===== src/pkg/tach_pos_pkg.sv =====
// constants and types shared by the position counter and its pulse decoder
// assumes a single 10 MHz clock and a plain strobe register port
package tach_pos_pkg;

  // ----------------------------------------
  // register byte offsets
  // ----------------------------------------
  localparam logic [4:0] OFS_CTRL = 5'h00;
  localparam logic [4:0] OFS_PPF = 5'h04;
  localparam logic [4:0] OFS_FREE = 5'h08;
  localparam logic [4:0] OFS_START = 5'h0c;
  localparam logic [4:0] OFS_CMD = 5'h10;
  localparam logic [4:0] OFS_POS = 5'h14;
  localparam logic [4:0] OFS_STAT = 5'h18;

  // ----------------------------------------
  // field positions
  // ----------------------------------------
  localparam int CTRL_REF_LSB = 0;
  localparam int CTRL_SENSE_LSB = 2;
  localparam int CTRL_FPS_LSB = 4;
  localparam int CMD_LOAD_BIT = 0;
  localparam int CMD_TRIM_UP_BIT = 1;
  localparam int CMD_TRIM_DN_BIT = 2;

  // ----------------------------------------
  // encodings
  // ----------------------------------------
  localparam logic [1:0] REF_LTC = 2'h0;
  localparam logic [1:0] REF_VITC = 2'h1;
  localparam logic [1:0] REF_AUTO = 2'h2;
  localparam logic [1:0] REF_BIPH = 2'h3;
  localparam logic [1:0] SNS_A_LEADS = 2'h0;
  localparam logic [1:0] SNS_B_LEADS = 2'h1;
  localparam logic [1:0] SNS_TACH_FWD_LINE_LOW = 2'h2;
  localparam logic [1:0] SNS_TACH_FWD_LINE_HIGH = 2'h3;
  localparam logic [1:0] FPS_24 = 2'h0;
  localparam logic [1:0] FPS_25 = 2'h1;

  // ----------------------------------------
  // limits and reset values
  // ----------------------------------------
  localparam logic [4:0] FR_MAX_24 = 5'h17;
  localparam logic [4:0] FR_MAX_25 = 5'h18;
  localparam logic [4:0] FR_MAX_30 = 5'h1d;
  localparam logic [5:0] SEC_MAX = 6'h3b;
  localparam logic [5:0] MIN_MAX = 6'h3b;
  localparam logic [4:0] HR_MAX = 5'h17;
  localparam logic [7:0] PPF_MIN = 8'h02;
  localparam logic [7:0] PPF_RST = 8'h02;
  localparam logic [5:0] FREE_MIN = 6'h04;
  localparam logic [5:0] FREE_MAX = 6'h28;
  localparam logic [5:0] FREE_RST = 6'h08;

  typedef struct packed {
    logic [4:0] hr;
    logic [5:0] mn;
    logic [5:0] sc;
    logic [4:0] fr;
  } tc_t;

  typedef enum logic {SEL_LTC, SEL_VITC} sel_t;

endpackage


===== src/rtl/biphase_tach_position_counter.sv =====
// position reference logic: reader auto select and pulse-derived address
// assumes reader inputs and encoder pins are synchronous to CLOCK
module biphase_tach_position_counter (
  input wire logic CLOCK,
  input wire logic RST_N,
  input wire logic [4:0] ADDR,
  input wire logic [31:0] WDATA,
  input wire logic WR,
  input wire logic RD,
  output logic [31:0] RDATA,
  input wire logic PULSE_A,
  input wire logic PULSE_B,
  input wire tach_pos_pkg::tc_t LTC_TC,
  input wire logic LTC_OK,
  input wire tach_pos_pkg::tc_t VITC_TC,
  input wire logic VITC_OK,
  input wire logic HIGH_SPEED,
  input wire logic FRAME_TICK,
  output tach_pos_pkg::tc_t TC_ADDR,
  output logic TC_VALID,
  output logic LED_LTC,
  output logic LED_VITC,
  output logic LED_BIPH,
  output logic DP_MIN_SEC,
  output logic READ_SEL_VITC
);
  import tach_pos_pkg::*;

  typedef struct packed {
    logic [1:0] ref_mode;
    logic [1:0] sense;
    logic [1:0] fps;
    logic [7:0] pulses_per_frame;
    logic [5:0] dropout_hold_length;
    tc_t start;
    tc_t pos;
    logic [7:0] sub;
    sel_t sel;
    logic [5:0] fw_cnt;
    logic pos_valid;
    logic [31:0] rdata;
  } state_t;

  state_t s_r;
  state_t s_nxt;
  logic step;
  logic fwd;
  logic wr_ctrl;
  logic wr_cmd;
  logic load_req;
  logic trim_up;
  logic trim_dn;
  logic use_ltc;
  logic use_vitc;

  // ----------------------------------------
  // helpers
  // ----------------------------------------
  function automatic logic [4:0] frame_max(input logic [1:0] fps);
    unique case (fps)
      FPS_24: frame_max = FR_MAX_24;
      FPS_25: frame_max = FR_MAX_25;
      default: frame_max = FR_MAX_30;
    endcase
  endfunction

  // one frame forward or back with carries through hours, wrapping at a day
  function automatic tc_t tc_step(input tc_t t, input logic up, input logic [1:0] fps);
    tc_t r;
    logic [4:0] fmax;
    r = t;
    fmax = frame_max(fps);
    if (up)
    begin
      if (t.fr < fmax)
        r.fr = t.fr + 5'h01;
      else
      begin
        r.fr = '0;
        if (t.sc < SEC_MAX)
          r.sc = t.sc + 6'h01;
        else
        begin
          r.sc = '0;
          if (t.mn < MIN_MAX)
            r.mn = t.mn + 6'h01;
          else
          begin
            r.mn = '0;
            r.hr = (t.hr < HR_MAX) ? t.hr + 5'h01 : 5'h00;
          end
        end
      end
    end
    else
    begin
      if (t.fr != '0)
        r.fr = t.fr - 5'h01;
      else
      begin
        r.fr = fmax;
        if (t.sc != '0)
          r.sc = t.sc - 6'h01;
        else
        begin
          r.sc = SEC_MAX;
          if (t.mn != '0)
            r.mn = t.mn - 6'h01;
          else
          begin
            r.mn = MIN_MAX;
            r.hr = (t.hr != '0) ? t.hr - 5'h01 : HR_MAX;
          end
        end
      end
    end
    return r;
  endfunction

  // ----------------------------------------
  // pulse decoding
  // ----------------------------------------
  pulse_direction_decoder u_dec (
    .clock(CLOCK),
    .rst_n(RST_N),
    .line_a(PULSE_A),
    .line_b(PULSE_B),
    .sense(s_r.sense),
    .step(step),
    .fwd(fwd)
  );

  // command strobes are write-only pulses, never stored
  assign wr_ctrl = WR && ADDR == OFS_CTRL;
  assign wr_cmd = WR && ADDR == OFS_CMD;
  assign load_req = wr_cmd && WDATA[CMD_LOAD_BIT];
  assign trim_up = wr_cmd && WDATA[CMD_TRIM_UP_BIT];
  assign trim_dn = wr_cmd && WDATA[CMD_TRIM_DN_BIT];

  // in auto a reader counts as usable only in the speed band where it can be read; in the other modes its ok flag alone decides
  assign use_ltc = LTC_OK && (s_r.ref_mode != REF_AUTO || HIGH_SPEED);
  assign use_vitc = VITC_OK && (s_r.ref_mode != REF_AUTO || !HIGH_SPEED);

  // ----------------------------------------
  // next state
  // ----------------------------------------
  always_comb
  begin
    tc_t t;
    logic [7:0] ppf_w;
    logic [5:0] fl_w;
    t = s_r.pos;
    ppf_w = WDATA[7:0];
    fl_w = WDATA[5:0];
    s_nxt = s_r;
    s_nxt.rdata = '0;

    // register writes; out-of-range ppf and hold lengths are clamped, not refused; start is stored as written
    if (wr_ctrl)
    begin
      s_nxt.ref_mode = WDATA[CTRL_REF_LSB +: 2];
      s_nxt.sense = WDATA[CTRL_SENSE_LSB +: 2];
      s_nxt.fps = WDATA[CTRL_FPS_LSB +: 2];
    end
    if (WR && ADDR == OFS_PPF)
      s_nxt.pulses_per_frame = (ppf_w < PPF_MIN) ? PPF_MIN : ppf_w;
    if (WR && ADDR == OFS_FREE)
      s_nxt.dropout_hold_length = (fl_w < FREE_MIN) ? FREE_MIN : (fl_w > FREE_MAX) ? FREE_MAX : fl_w;
    if (WR && ADDR == OFS_START)
      s_nxt.start = WDATA[21:0];

    // position source
    if (s_r.ref_mode == REF_BIPH)
    begin
      // sub-frame accumulation; the sub count is kept below ppf at all times
      if (step)
      begin
        if (fwd)
        begin
          if (s_r.sub >= s_r.pulses_per_frame - 8'h01)
          begin
            s_nxt.sub = '0;
            t = tc_step(t, 1'b1, s_r.fps);
          end
          else
            s_nxt.sub = s_r.sub + 8'h01;
        end
        else if (s_r.sub == '0)
        begin
          s_nxt.sub = s_r.pulses_per_frame - 8'h01;
          t = tc_step(t, 1'b0, s_r.fps);
        end
        else
          s_nxt.sub = s_r.sub - 8'h01;
      end
      if (trim_up && !trim_dn)
        t = tc_step(t, 1'b1, s_r.fps);
      if (trim_dn && !trim_up)
        t = tc_step(t, 1'b0, s_r.fps);
      s_nxt.pos = t;
      s_nxt.pos_valid = 1'b1;
      s_nxt.fw_cnt = '0;
    end
    else
    begin
      // auto: hold the last choice when neither reader is usable
      if (s_r.ref_mode == REF_AUTO)
      begin
        if (use_ltc)
          s_nxt.sel = SEL_LTC;
        else if (use_vitc)
          s_nxt.sel = SEL_VITC;
      end
      else
        s_nxt.sel = (s_r.ref_mode == REF_VITC) ? SEL_VITC : SEL_LTC;
      if (s_nxt.sel == SEL_LTC ? use_ltc : use_vitc)
      begin
        s_nxt.pos = (s_nxt.sel == SEL_LTC) ? LTC_TC : VITC_TC;
        s_nxt.pos_valid = 1'b1;
        s_nxt.fw_cnt = '0;
      end
      else if (FRAME_TICK && s_r.pos_valid)
      begin
        // freewheel: keep counting until the hold length runs out
        if (s_r.fw_cnt < s_r.dropout_hold_length)
        begin
          s_nxt.pos = tc_step(s_r.pos, 1'b1, s_r.fps);
          s_nxt.fw_cnt = s_r.fw_cnt + 6'h01;
        end
        else
          s_nxt.pos_valid = 1'b0;
      end
    end

    // a new ppf restarts the sub-frame count so it never sits above the new limit
    if (WR && ADDR == OFS_PPF)
      s_nxt.sub = '0;
    // load last so it wins over a pulse in the same cycle
    if ((load_req && s_r.ref_mode == REF_BIPH) ||
        (s_nxt.ref_mode == REF_BIPH && s_r.ref_mode != REF_BIPH))
    begin
      s_nxt.pos = s_nxt.start;
      s_nxt.sub = '0;
      s_nxt.pos_valid = 1'b1;
    end

    // read data valid in the cycle after the strobe only
    if (RD)
    begin
      unique case (ADDR)
        OFS_CTRL: s_nxt.rdata = {26'h0, s_r.fps, s_r.sense, s_r.ref_mode};
        OFS_PPF: s_nxt.rdata = {24'h0, s_r.pulses_per_frame};
        OFS_FREE: s_nxt.rdata = {26'h0, s_r.dropout_hold_length};
        OFS_START: s_nxt.rdata = {10'h0, s_r.start};
        OFS_POS: s_nxt.rdata = {10'h0, s_r.pos};
        OFS_STAT: s_nxt.rdata = {16'h0, s_r.sel, s_r.pos_valid, s_r.fw_cnt, s_r.sub};
        default: s_nxt.rdata = '0;
      endcase
    end
  end

  always_ff @(posedge CLOCK or negedge RST_N)
  begin
    if (!RST_N)
    begin
      s_r <= '0;
      s_r.pulses_per_frame <= PPF_RST;
      s_r.dropout_hold_length <= FREE_RST;
    end
    else
      s_r <= s_nxt;
  end

  // ----------------------------------------
  // outputs
  // ----------------------------------------
  assign RDATA = s_r.rdata;
  assign TC_ADDR = s_r.pos;
  assign TC_VALID = s_r.pos_valid;
  assign LED_LTC = s_r.ref_mode == REF_LTC || s_r.ref_mode == REF_AUTO;
  assign LED_VITC = s_r.ref_mode == REF_VITC || s_r.ref_mode == REF_AUTO;
  assign LED_BIPH = s_r.ref_mode == REF_BIPH;
  assign DP_MIN_SEC = s_r.ref_mode == REF_AUTO;
  assign READ_SEL_VITC = s_r.sel == SEL_VITC;
endmodule


===== src/rtl/pulse_direction_decoder.sv =====
// turns the two encoder lines into a one-cycle step and a direction
// assumes encoder lines already synchronous to the clock
module pulse_direction_decoder (
  input wire logic clock,
  input wire logic rst_n,
  input wire logic line_a,
  input wire logic line_b,
  input wire logic [1:0] sense,
  output logic step,
  output logic fwd
);
  import tach_pos_pkg::*;

  typedef struct packed {
    logic a_q;
    logic step;
    logic fwd;
  } dec_t;

  dec_t s_r;
  dec_t s_nxt;
  logic rise_a;

  assign rise_a = line_a && !s_r.a_q;

  // ----------------------------------------
  // decode
  // ----------------------------------------
  // one count per rising edge of line a; line b level at that edge gives
  // phase order (quadrature) or direction level (tach)
  always_comb
  begin
    s_nxt = s_r;
    s_nxt.a_q = line_a;
    s_nxt.step = rise_a;
    unique case (sense)
      SNS_A_LEADS: s_nxt.fwd = !line_b;
      SNS_B_LEADS: s_nxt.fwd = line_b;
      SNS_TACH_FWD_LINE_LOW: s_nxt.fwd = !line_b;
      SNS_TACH_FWD_LINE_HIGH: s_nxt.fwd = line_b;
    endcase
  end

  always_ff @(posedge clock or negedge rst_n)
  begin
    if (!rst_n)
      s_r <= '0;
    else
      s_r <= s_nxt;
  end

  assign step = s_r.step;
  assign fwd = s_r.fwd;
endmodule


===== config.mk =====
export PLATFORM = sky130hd
export DESIGN_NAME = biphase_tach_position_counter
export DESIGN_NICKNAME = d
export VERILOG_FILES = /design/src/pkg/tach_pos_pkg.sv /design/src/rtl/biphase_tach_position_counter.sv /design/src/rtl/pulse_direction_decoder.sv
export SDC_FILE = /design/constraint.sdc
export NUM_CORES = 1
export LEC_CHECK = 0
export BUFFER_PORTS_ARGS = -buffer_cell sky130_fd_sc_hd__buf_2
export CAP_MARGIN = 20
export CORE_MARGIN = 1
export CORE_UTILIZATION = 40
export DETAILED_ROUTE_END_ITERATION = 7
export SYNTH_ARGS = -nofsm -noshare
export SYNTH_HDL_FRONTEND = slang
export SYNTH_SLANG_ARGS = --single-unit

===== constraint.sdc =====
create_clock -name CLOCK -period 8.4 [get_ports CLOCK]
set_clock_uncertainty 0.05 [all_clocks]
set_input_delay 0.42 -clock CLOCK [delete_from_list [all_inputs] [get_ports CLOCK]]
set_output_delay 0.42 -clock CLOCK [all_outputs]
set_load 0.01 [all_outputs]

Word-level counts from Yosys, hierarchy flattened --
Index checks and enable logic that the tools add are counted. Widths: inputs -> output; s select.
Word-level totals: register bits after elaboration 115, input port bits 91, output and inout bits 60, logic and storage cells 206
Operators by class: add/sub/neg operators 20, order comparisons 14, equality and inequality tests 18, multiplexer cells 81, reduce and logical (&&, ||, !) cells 52
Operators by type and width (number):
- $mux 22 | 15
- $pmux 22 s6 | 1
- $mux 5 | 23
- $mux 17 | 5
- $mux 6 | 12
- $mux 8 | 7
- $mux 11 | 4
- $add 6x1->6 const B | 5
- $mux 30 | 1
- $lt 6x6->1 const B | 4
- $reduce_bool 6->1 | 4
- $sub 6x1->6 const B | 4
- $mux 7 | 3
- $add 5x1->5 const B | 4
- $reduce_bool 5->1 | 4
- $sub 5x1->5 const B | 4
- $logic_and 1x1->1 | 16
- $sub 8x1->8 const B | 2
- $eq 5x5->1 const B | 3
- $lt 5x5->1 | 3
- $reduce_bool 3->1 | 4
- $eq 2x2->1 const B | 5
- $eq 5x4->1 const B | 2
- $lt 5x5->1 const B | 2
- other kinds (22) | 48

Longest topological paths before layout --
depth in word-level cells 27, depth in mapped cells 32, gate-level depth less buffers 29

Cells and area by module --
Synthesis repeated with hierarchy kept, for this count alone.
Second synthesis, totals: cells, all modules 1235, area total of the unflattened synthesis 10099.7 µm²
By module, submodules not included:
- biphase_tach_position_counter | times used 1, cells each 1230, area an instance 10009.6 µm², seq. area each 2555.0 µm²
- pulse_direction_decoder | times used 1, cells each 5, area an instance 90.1 µm², seq. area each 75.1 µm²

Worst setup path after synthesis --
Ideal clock, no wire load.
path type register -> register, start reg s_r[102] (netlist bit), end reg s_r, in the netlist TC_ADDR[20], setup time 0.123 ns, arrival time 6.348 ns, data required time 8.227 ns, setup slack 1.879 ns, stages on the path, launching flop included 30, buffers on the path 3, period minus slack after synthesis 6.521 ns, cells stage by stage dfrtp_1 > nor3_1 > nand2b_1 > nor4_1 > xnor2_1 > ha_1 > a41o_1 > a21oi_1 > o31a_1 > buf_2 > buf_2 > nor2_1 > a221oi_1 > inv_1 > ha_1 > a2111oi_0 > a32o_1 > a31oi_1 > nand4_1 > nor2_1 > and3_1 > clkbuf_1 > nor2_1 > a31oi_1 > ha_1 > inv_1 > or4b_4 > nor4_4 > mux2i_1 > nand2_1
Between the ends: word-level cells in the longest chain between the ends 21, elaborated cells on any way between the ends 35, classes of those cells add/sub: 6; order compare: 5; mux: 20; reduce/logical: 4
Ends and longest elaborated chain:
- start: declaration | line biphase_tach_position_counter.sv:44 | state_t s_r;
- start signal: assignment | line biphase_tach_position_counter.sv:271 | s_r <= s_nxt;
- $sub 8x1->8 (*) | line biphase_tach_position_counter.sv:180 | if (s_r.sub >= s_r.pulses_per_frame - 8'h01)
- $ge 8x8->1 (*) | line biphase_tach_position_counter.sv:180
- $mux 22 (*) | line biphase_tach_position_counter.sv:180
- $mux 22 (*) | line biphase_tach_position_counter.sv:178 | if (fwd)
- $mux 22 (*) | line biphase_tach_position_counter.sv:176 | if (step)
- $mux 22 (*) | line biphase_tach_position_counter.sv:173 | if (s_r.ref_mode == REF_BIPH)
- $add 5x1->5 or $lt 5x5->1 (tied branches) | line biphase_tach_position_counter.sv:90 | r.hr = (t.hr < HR_MAX) ? t.hr + 5'h01 : 5'h00;
- $mux 5 | line biphase_tach_position_counter.sv:90
- (+5 left out)
- $sub 5x1->5 or $reduce_bool 5->1 (tied branches) | line biphase_tach_position_counter.sv:112 | r.hr = (t.hr != '0) ? t.hr - 5'h01 : HR_MAX;
- $mux 5 | line biphase_tach_position_counter.sv:112
- $mux 5 | line biphase_tach_position_counter.sv:107 | if (t.mn != '0)
- $mux 11 | line biphase_tach_position_counter.sv:102 | if (t.sc != '0)
- $mux 17 | line biphase_tach_position_counter.sv:97 | if (t.fr != '0)
- $mux 22 (*) | line biphase_tach_position_counter.sv:198 | if (trim_dn && !trim_up)
- $mux 22 (*) | line biphase_tach_position_counter.sv:173
- $mux 30 (*) | line biphase_tach_position_counter.sv:239 | if ((load_req && s_r.ref_mode == REF_BIPH) ||
Every way passes the cells marked *; elsewhere a longest branch is shown, timed or not. The select of a mux whose other input is x is not followed. A chain may end at the register's enable or synchronous reset.

Worst setup path after layout --
start reg s_r[101] (netlist bit), end reg s_r, in the netlist TC_ADDR[18]
Same word-level chain as after synthesis.

==> PnR_summary.wiki <==
{| class="wikitable"
! Metric !! Value
|-
| Synth Warn # || 0
|-
| Cell Pwr Density || 309.9 mW/mm2
|-
| Critical Path Fanout Max || 10
|-
| I/O pin total || 151
|-
| Total wirelength of the detailed-routed design || 35.40 mm
|-
| Slew at the pin closest to its max-slew limit || 0.9470 ns
|-
| Number of nets in the layout || 1435
|-
| Residual antenna-violating net count after detailed routing || 0
|-
| Number of gates resized after cts || 0
|-
| Fraction of synthesis flops using an asynchronous set or reset pin || 100.0%
|-
| Cell with the biggest individual delay on the critical path || sky130_fd_sc_hd__o311ai_2
|-
| Maximum cell stage delay along the critical path || 0.76 ns
|-
| Core region area || 0.02446 mm2
|-
| TritonCTS clock tree || built
|-
| Pin count of the biggest net entering global routing || 74
|-
| Fin worst setup slack || 0.9552 ns
|-
| Setup repair after global routing missed its margin || no
|-
| Arr. time, crit path || 7.62 ns
|-
| Clk_lat worst skew || 0.36 ns
|-
| Routability Congestion || 0.9698
|-
| Startpoint of the worst register-to-register path || s_r[101]
|-
| CTS Buffer Depth || 2
|-
| Kind of start point of the critical path || register
|-
| Detailed-route vias per instance || 6.321
|-
| Biggest area contributors in the synthesized netlist || sky130_fd_sc_hd__dfrtp_1 (26%), sky130_fd_sc_hd__ha_1 (5.4%), sky130_fd_sc_hd__mux2_2 (4.7%), sky130_fd_sc_hd__nand2_1 (4.6%), sky130_fd_sc_hd__a21oi_1 (4.4%)
|-
| CTS H-tree lvls || 3
|-
| Initial core utilization || between 40% and 50%
|-
| Layout cells sized above 1 || 19.75%
|-
| Number of distinct library cells after synthesis || between 90 and 100
|-
| Primary FF master, synth || sky130_fd_sc_hd__dfrtp_1
|-
| Post-CTS setup repair buffer count || 0
|-
| Number of design-rule violations left by the first detailed-router iteration || ~1200
|-
| Worst path bufs/invs || 3
|-
| Reg-to-reg setup timing slack || roughly 0.96 ns
|-
| Tightest Hold Check Type || in2reg
|-
| P_leak || 0.004642 uW
|-
| Number of inserted diodes || 0
|-
| Worst supply voltage drop on vdd || 0.1017 mV
|-
| Run status || completed
|-
| Most frequent standard cell in the layout excluding fill and tap cells || sky130_fd_sc_hd__buf_2
|-
| Die ar. || 0.02571 mm2
|-
| Row Count || between 50 and 60
|-
| Cell type contributing the most total cell area after synthesis || sky130_fd_sc_hd__dfrtp_1
|-
| Number of enable-type register cells in the synthesized netlist || 0
|-
| Category of the worst setup path capture point || register
|-
| Worst-case setup slack after placement || 1.138 ns
|-
| Fill count || 2453
|-
| Delay-heaviest family, CP || compound AO/OA/AOI/OAI gates
|-
| Relative slew margins || 36.33%
|-
| Initial antenna violation count || 0
|-
| Clock transition at the register clock pins on the worst setup and hold paths after CTS || 0.08 ns
|-
| Worst setup path end || TC_ADDR[18]
|-
| Cell at the root of the clock tree || sky130_fd_sc_hd__clkbuf_16
|-
| Category of the most critical setup path || reg2reg
|-
| Worst setup path startpoint || s_r[101]
|-
| Clock Sinks || 105
|-
| Die Ht || 160.4 um
|-
| Width of the chip || 160.4 um
|-
| Number of remaining DRC errors || 0
|-
| Minimum clock period || 7.445 ns
|-
| Final critical-path share of the clock period || between 80% and 90%
|-
| DR vias || 10304
|-
| Max Clock Freq || 0.1343 GHz
|-
| Count of buffers from port buffering || 130
|-
| Stages on the worst setup path || 28
|-
| Total standard cell area after synthesis || 0.01003 mm2
|-
| Fin. max-slew vios || 0
|-
| Area Overhead vs Synth || 8.881%
|-
| Global-route wire length before repair || 55.48 mm
|-
| Number of storage elements in the synthesis netlist || 105
|-
| Avg Cell Area, Syn || 7.986 um2
|-
| Cells after synthesis || between 1000 and 1500
|-
| Vias in the first global route || 9642
|-
| Sum of overflow across all layers after global routing || 0
|-
| Routed wire length per instance || 21.71 um
|-
| Final Setup Violations || 0
|-
| Most used cells in the layout excluding fill and tap cells || sky130_fd_sc_hd__buf_2 (129), sky130_fd_sc_hd__nand2_1 (122), sky130_fd_sc_hd__dfrtp_1 (103)
|-
| Area fraction of the dominant cell type after synthesis || between 20% and 30%
|-
| Worst reg2reg endpoint || TC_ADDR[18]
|-
| Number of max-cap violations || 0
|-
| Req. time, crit path || about 8.6 ns
|-
| Hpwl dp || about 27 mm
|-
| Depth of the worst register-to-register path || 28
|-
| CTS Buf Count || 9
|-
| Hold Fails Final Rpt || 0
|-
| Hold bufs inserted after CTS || 1
|-
| Final sum of negative setup slack || 0 ns
|-
| Number of detailed-routing iterations run before antenna repair || 8
|-
| Sequential cell area fraction in the yosys report || 26.22%
|-
| Total track usage || 27.52%
|}
[metal layers]
layer / vias to the layer above / part of all wire, % / track usage (%)
li1: 4768 / - / -
met3: 75 / 8.9 / 4.158
met4: 0 / 3.6 / 11.39
met1: 4918 / 44 / 38.76
met2: 543 / 44 / 41.90
met5: - / 0 / 0
[logic make-up after synthesis]
kind of cell,after synthesis,synth area share (%)
simple gates,415,21.09
fa+ha+maj,43,5.364
mux,70,7.509
flops,105,26.22
compound gates,411,28.43
other cells,1,0.03738
xor+xnor,23,2.008
buf+inv,188,9.343
[layout make-up]
class	instances	area, um2	share of cell area (%)
clock inverter	6	57.56	0.5270
tap	324	405.4	3.712
inverter	54	202.7	1.856
clock buffer	10	229.0	2.096
multi-input combinational	972	6524	59.73
timing repair buffer	159	873.3	7.996
sequential	105	2630	24.08
[how the worst min path moves through the flow]
stage / startpoint / endpoint / depth (start not counted)
2_1_floorplan: RST_N / RDATA[0] / 0
3_3_place_gp: u_dec.s_r[2] / u_dec.step / 1
3_5_place_dp: u_dec.s_r[2] / u_dec.step / 1
4_1_cts: PULSE_A / u_dec.s_r[2] / 1
5_1_grt: PULSE_A / u_dec.s_r[2] / 1
6_report: PULSE_A / u_dec.s_r[2] / 1
[registers in the layout, summed over array words and instances, names as in the netlist]
signal / count
u_dec.step: 1
u_dec.s_r: 1
TC_VALID: 1
RDATA: 22
u_dec.fwd: 1
s_r: 56
TC_ADDR: 22
READ_SEL_VITC: 1
[power by group]
| group | switching (uW) | total [uW] | internal [uW] |
|---|---|---|---|
| Clock | 212 | 421 | 209 |
| Combinational | 1260 | 2020 | 758 |
| Sequential | 333 | 947 | 614 |
| Total | 1800 | 3380 | 1580 |
[stage by stage]
| step | area (um2) | utilization [%] | hold WS (ns) | power (uW) | instances |
|---|---|---|---|---|---|
| finish | 10920 | 44.65 | 0.1366 | 3385 | 1630 |
| global route | 10920 | 44.65 | 0.1342 | 3619 | 1630 |
| CTS | 10920 | 44.65 | 0.1333 | 3332 | 1630 |
| detailed placement | 10630 | 43.44 | 0.3345 | 2902 | 1613 |
| global placement | 10630 | 43.44 | 0.3333 | 2880 | 1613 |
| floorplan | 10060 | - | 0.07441 | 2325 | 1265 |
[Yosys cell counts (26+ instances only)]
| cell | number |
|---|---|
| sky130_fd_sc_hd__nor3_1 | 33 |
| sky130_fd_sc_hd__o21ai_0 | 75 |
| sky130_fd_sc_hd__a31oi_1 | 28 |
| sky130_fd_sc_hd__nand2_1 | 122 |
| sky130_fd_sc_hd__dfrtp_1 | 103 |
| sky130_fd_sc_hd__mux2i_1 | 28 |
| sky130_fd_sc_hd__ha_1 | 43 |
| sky130_fd_sc_hd__a211oi_1 | 26 |
| sky130_fd_sc_hd__nand3_1 | 31 |
| sky130_fd_sc_hd__a21oi_1 | 88 |
| sky130_fd_sc_hd__clkbuf_1 | 62 |
| sky130_fd_sc_hd__nor2_1 | 94 |
| sky130_fd_sc_hd__buf_4 | 57 |
| sky130_fd_sc_hd__inv_1 | 53 |
| sky130_fd_sc_hd__mux2_2 | 42 |
No activity file was read; power rests on OpenSTA's default activity.
